===== src/bfb_pkg.sv =====
// constants, types and decode function for the flash bank bus glue
package bfb_pkg;

    // ------------------------------------------------------------
    // widths and fields
    // ------------------------------------------------------------
    localparam int        LANES     = 4;
    localparam int        DATA_W    = 32;
    localparam int        WORD_AW   = 30;
    localparam int        FLASH_AW  = 20;
    localparam int        DEC_W     = WORD_AW - FLASH_AW;
    localparam logic [DEC_W-1:0] BANK_BASE = 10'h000;
    localparam logic [LANES-1:0] LANES_OFF = 4'hf;
    localparam logic [DATA_W-1:0] DATA_ZERO = 32'h00000000;

    // ------------------------------------------------------------
    // types
    // ------------------------------------------------------------
    typedef enum logic [2:0] {
        ST_IDLE    = 3'h0,
        ST_ANTIC   = 3'h1,
        ST_RD_GATE = 3'h3,
        ST_RD_RDY  = 3'h2,
        ST_WR_STB  = 3'h6,
        ST_WR_HOLD = 3'h7,
        ST_WR_RDY  = 3'h5
    } bfb_state_t;

    typedef struct packed {
        logic                ads_n;
        logic                wr;
        logic [WORD_AW-1:0]  addr;
        logic [LANES-1:0]    be_n;
    } bfb_req_t;

    typedef struct packed {
        logic [LANES-1:0]    ce_n;
        logic                oe_n;
        logic                we_n;
        logic [FLASH_AW-1:0] addr;
    } bfb_pins_t;

    localparam bfb_pins_t PINS_IDLE = '{ce_n: 4'hf, oe_n: 1'b1, we_n: 1'b1, addr: 20'h00000};

    // bank hit: upper word address bits match and at least one lane enabled
    function automatic logic bfb_hit(input bfb_req_t r, input logic [DEC_W-1:0] base);
        return (r.addr[WORD_AW-1:FLASH_AW] == base) && (r.be_n != LANES_OFF);
    endfunction

endpackage


===== src/bfb_ctrl.sv =====
// bus glue driving a bank of four byte-wide flash devices
// ------------------------------------------------------------
// Summary of operation
// - output gate asserted only for reads
// - writes only by pulsing write strobe low
// - hold address and data until strobe rises
// - four byte devices, one per lane
// - word address 21..2 to all devices
// - word address bus, lanes by enables
// - select lost mid-cycle returns to idle
// - read: gate T2, ready T3, release T4
// - write: strobe T2 to T4, ready T4 for one clock, release T5
// ------------------------------------------------------------
module bfb_ctrl
    import bfb_pkg::*;
#(
    parameter logic [bfb_pkg::DEC_W-1:0] BASE = bfb_pkg::BANK_BASE
) (
    input  wire logic                       clk_sys,
    input  wire logic                       rst_n,
    input  wire logic                       clk_en,
    input  wire bfb_pkg::bfb_req_t          cpu_req,
    input  wire logic [bfb_pkg::DATA_W-1:0] cpu_wdata,
    output logic      [bfb_pkg::DATA_W-1:0] cpu_rdata,
    output logic                            cpu_rdy_n,
    output bfb_pkg::bfb_pins_t              flash,
    input  wire logic [bfb_pkg::DATA_W-1:0] flash_dq_in,
    output logic      [bfb_pkg::DATA_W-1:0] flash_dq_out,
    output logic                            flash_dq_oe_n,
    output logic                            powerdown_reset_n
);
    import bfb_pkg::*;

    // ------------------------------------------------------------
    // state
    // ------------------------------------------------------------
    bfb_state_t              state;
    bfb_state_t              next_state;
    bfb_pins_t               next_flash;
    logic [DATA_W-1:0]       next_rdata;
    logic [DATA_W-1:0]       next_dq_out;
    logic                    next_dq_oe_n;
    logic                    next_rdy_n;
    logic                    cs;

    // live decode, sampled every clock so a lost select aborts at once
    // lanes by enables, not address
    assign cs = bfb_hit(cpu_req, BASE);

    // ------------------------------------------------------------
    // next-state logic
    // ------------------------------------------------------------
    always_comb begin
        next_state   = state;
        next_flash   = flash;
        next_rdata   = cpu_rdata;
        next_dq_out  = flash_dq_out;
        next_dq_oe_n = flash_dq_oe_n;
        next_rdy_n   = 1'b1;
        if (state != ST_IDLE && !cs) begin
            next_state      = ST_IDLE;
            next_flash      = PINS_IDLE;
            // address kept while strobe rises
            // an aborted write still gets a clean rising edge on a steady address
            next_flash.addr = flash.addr;
            next_dq_oe_n    = 1'b1;
        end else begin
            unique case (state)
                ST_IDLE: begin
                    if (!cpu_req.ads_n && cs) begin
                        next_state = ST_ANTIC;
                        next_flash.addr = cpu_req.addr[FLASH_AW-1:0];
                        next_flash.ce_n = cpu_req.be_n;
                        next_dq_out     = cpu_wdata;
                    end
                end
                ST_ANTIC: begin
                    if (!cpu_req.wr) begin
                        next_state      = ST_RD_GATE;
                        next_flash.oe_n = 1'b0;
                    end else begin
                        next_state      = ST_WR_STB;
                        next_flash.we_n = 1'b0;
                        next_dq_oe_n    = 1'b0;
                    end
                end
                ST_RD_GATE: begin
                    next_state = ST_RD_RDY;
                    next_rdy_n = 1'b0;
                    next_rdata = flash_dq_in;
                end
                ST_RD_RDY: begin
                    next_state = ST_IDLE;
                    next_flash = PINS_IDLE;
                end
                ST_WR_STB: begin
                    next_state = ST_WR_HOLD;
                end
                ST_WR_HOLD: begin
                    next_state      = ST_WR_RDY;
                    next_flash.we_n = 1'b1;
                    next_rdy_n      = 1'b0;
                end
                ST_WR_RDY: begin
                    // data held past the rising strobe
                    next_state   = ST_IDLE;
                    next_flash   = PINS_IDLE;
                    next_dq_oe_n = 1'b1;
                end
                default: begin
                    next_state   = ST_IDLE;
                    next_flash   = PINS_IDLE;
                    next_dq_oe_n = 1'b1;
                end
            endcase
        end
    end

    // ------------------------------------------------------------
    // registers
    // ------------------------------------------------------------
    always_ff @(posedge clk_sys) begin
        if (!rst_n) begin
            state             <= ST_IDLE;
            flash             <= PINS_IDLE;
            cpu_rdata         <= DATA_ZERO;
            flash_dq_out      <= DATA_ZERO;
            flash_dq_oe_n     <= 1'b1;
            cpu_rdy_n         <= 1'b1;
            powerdown_reset_n <= 1'b0;
        end else if (clk_en) begin
            state             <= next_state;
            flash             <= next_flash;
            cpu_rdata         <= next_rdata;
            flash_dq_out      <= next_dq_out;
            flash_dq_oe_n     <= next_dq_oe_n;
            cpu_rdy_n         <= next_rdy_n;
            // pin held low through system reset protects the array
            powerdown_reset_n <= 1'b1;
        end
    end
endmodule


===== config.mk =====
export PLATFORM = sky130hd
export DESIGN_NAME = bfb_ctrl
export DESIGN_NICKNAME = d
export VERILOG_FILES = /design/src/bfb_pkg.sv /design/src/bfb_ctrl.sv
export SDC_FILE = /design/constraint.sdc
export NUM_CORES = 1
export LEC_CHECK = 0
export ABC_CLOCK_PERIOD_IN_PS = 2200
export BUFFER_PORTS_ARGS = -buffer_cell sky130_fd_sc_hd__buf_2
export CAP_MARGIN = 15
export CORE_MARGIN = 1
export CORE_UTILIZATION = 30
export DETAILED_ROUTE_END_ITERATION = 8
export GPL_ROUTABILITY_DRIVEN = 0
export GPL_TIMING_DRIVEN = 0
export HOLD_SLACK_MARGIN = 0.05
export PLACE_DENSITY = 0.54
export SYNTH_ARGS = -nofsm -noshare
export SYNTH_HDL_FRONTEND = slang
export SYNTH_SLANG_ARGS = --single-unit

===== constraint.sdc =====
create_clock -name clk_sys -period 2.2 [get_ports clk_sys]
set_input_delay 0 -clock clk_sys [delete_from_list [all_inputs] [get_ports clk_sys]]
set_output_delay 0 -clock clk_sys [all_outputs]
set_load 0.03 [all_outputs]

==> results.yml <==
cells_and_area:
  layout-drive-gt1-share_pct: 29.7
  postLayoutCoreUtil_pct: 49.8
  fin_nets: 866
  seqCellArea_sq_um: 1920
  fillCellCount: 1261
  area_delta_synth_final_pct: 58.6
  diodes: 0
  multiInputGateArea_sq_um: 1880
clock_network:
  cts_sinks: 96
  cts_tree: "done"
  clkTransAtPathRegs_ps: 70
  cts_max_path_buffers: 2
  root_buffer: "clkbuf_16"
  htree_num_levels: 3
  numCtsBuffers: 9
  clock_latency_ps: 350
sta:
  max_slew_margin_pct: 63.6
  tns_ps: 0
  fmax_mhz: 537
  timing.final.max_slew_violations: 0
  fin_hold_ws_ps: 121
  fin_crit_ps: 1860
  setup_viol: 0
  rsz0062_at_grt: "false"
  worstMarginPinSlew_ps: 547
  finClkSkew_ps: 4.80
  setup_ws_ps: 338
  final_hold_viol_count: 0
  period_share_pct: 84.6
route:
  drc: 0
  wl_microns: 12800
  drt-pass1-iter-count: 4
  vias: 4435
  drt_iter0_markers: 152
  ant_nets: 0
  routedWlPerCell_microns: 13.6
  avgViaCountPerCell: 4.72
critical_path:
  critPathMaxStageDelay_ps: 340
  crit_arrival_ps: 2080
  crit_fanout: 10
  crit_type: "reg -> reg"
  end_kind: "register"
  path_cells: "buf_2 > nor3_2 > nand3b_1 > clkbuf_1 > o21ai_0 > a21oi_1"
  crit_required_ps: 2420
  critical_path.startpoint_type: "register"
  slowest_stage: "nor3_2"
floorplan:
  core_sq_um: 12800
  num_rows: 41
  start_util_pct: 31.4
  die_x_microns: 118
  dieArea_sq_um: 13900
  die_h_microns: 118
  io_pins: 196
global_routing:
  grt_pass1_wl_microns: 21000
  met2_usage_pct: 32.5
  met3_usage_pct: 4.26
  top_usage_layer: "met2"
  gr-usage-met1_pct: 21.6
  grt_usage_pct: 18.7
  grt_overflow: 0
  antenna_found_initial: 0
  grt_max_degree: 15
  grt_pass1_vias: 4493
yosys:
  synth-async-reset-ratio_pct: 0
  ys_seq_area_share_pct: 47.8
  synth_fp_nets: 573
  synth_warnings: 0
  syn-mean-instance-area_sq_um: 8.56
  synth_top_cell_by_area: "dfxtp_1"
  synthesis.area_sq_um: 4020
  syn_inst: 470
  ys_seq_elements: 96
  synth_top_cells_by_area: "dfxtp_1, mux2i_1, nand2_1"
  synth_top_area_share_pct: 47.8
  netlist-cell-type-count: 37
  synth_edf_count: 0
  synth_flop_cell: "dfxtp_1"
pwr:
  powerDensity_nw_per_um2: 564
  leakagePower_uw: 0.00318
  power_uw: 3600
  ir_drop_v: 0.000259
placed_design:
  dpl.hpwl_microns: 8900
  dp_slack_ps: 328
  port_buffers: 193
run_status:
  status: "completed"
flow_run:
  maxCapViolCount: 0
hold_path:
  hp-class: "in -> reg"
-- worst paths after layout --
path | startpoint | to | slack (ps) | cells past startpoint
worst min-delay path | clk_en | flash_dq_out[28] | 120 | 4
worst max-delay path | state[2] | flash_dq_out[2] | 340 | 6
worst min register to register | cpu_rdata[27] | cpu_rdata[27] | 460 | 2
worst max register to register | state[2] | flash_dq_out[2] | 340 | 6
-- where the power goes --
part / internal, uW / switching (uW)
logic: 197 / 151
clock network: 859 / 653
registers: 1740 / 0.627
-- logic make-up after synthesis --
family                 Yosys count  synth area share (%)
AO/OA/AOI/OAI                   95                  13.4
AND/OR/NAND/NOR                180                  20.3
flip-flops                      96                  47.8
buffers and inverters           47                  5.57
multiplexers                    52                  12.9
-- state kept, by name (all words and copies together) (netlist names) --
signal / cells
state: 3
flash_dq_oe_n: 1
flash_dq_out: 32
powerdown_reset_n: 1
flash: 26
cpu_rdy_n: 1
cpu_rdata: 32
-- synth_stat cells (all sizes together) (3+ instances only) --
library cell / count
a21oi: 38
a221oi: 4
buf: 16
clkbuf: 27
dfxtp: 96
inv: 4
mux2i: 52
nand2: 107
nand3: 35
nand4: 3
nor2: 18
nor2b: 3
o211a: 4
o21ai: 39
-- per-stage QoR --
| stage | cell area, sq um | instances |
|---|---|---|
| 2_1_floorplan | 4020 | 470 |
| 3_3_place_gp | 5200 | 835 |
| 3_5_place_dp | 5200 | 835 |
| 4_1_cts | 6380 | 940 |
| 5_1_grt | 6380 | 940 |
| 6_report | 6380 | 940 |
-- timing repair --
item | 4_1_cts | 5_1_grt
hold endpoints to repair | 89 | 0
setup buffers | 0 | 0
hold buffers | 89 | 0
gates resized for setup | 0 | 0
-- critical path, delay by kind of cell, from the launching register on --
family	cells	cell delay, ps
compound gates	2	310
buf+inv	2	470
flops	1	320
simple gates	2	620
-- placed cells by master, fill, tap and decap left out, types with 4 or more instances in the layout --
cell / count
a21oi_1: 38
nand3_1: 35
nor2_1: 18
clkbuf_16: 9
dlygate4sd3_1: 89
buf_4: 4
o211a_1: 4
a221oi_1: 4
clkbuf_1: 29
nand2_1: 107
buf_2: 201
mux2i_1: 52
dfxtp_1: 96
o21ai_0: 39
-- routing by layer --
metal  vias to the layer above  part of all wire [%]
met5                         -                     0
met4                         0                   2.2
met3                        20                   6.6
met2                       186                    47
met1                      2030                    44
li1                       2199                     -
-- area by class of cell --
class | instances | area share (%)
Sequential cell | 96 | 30.1
Clock buffer | 14 | 4.29
Clock inverter | 2 | 0.196
Buffer | 43 | 3.27
Tap cell | 172 | 3.37
Inverter | 4 | 0.235
Multi-Input combinational cell | 327 | 29.4
Timing Repair Buffer | 282 | 29.1
Note: power is estimated with default switching activity, not from simulation.
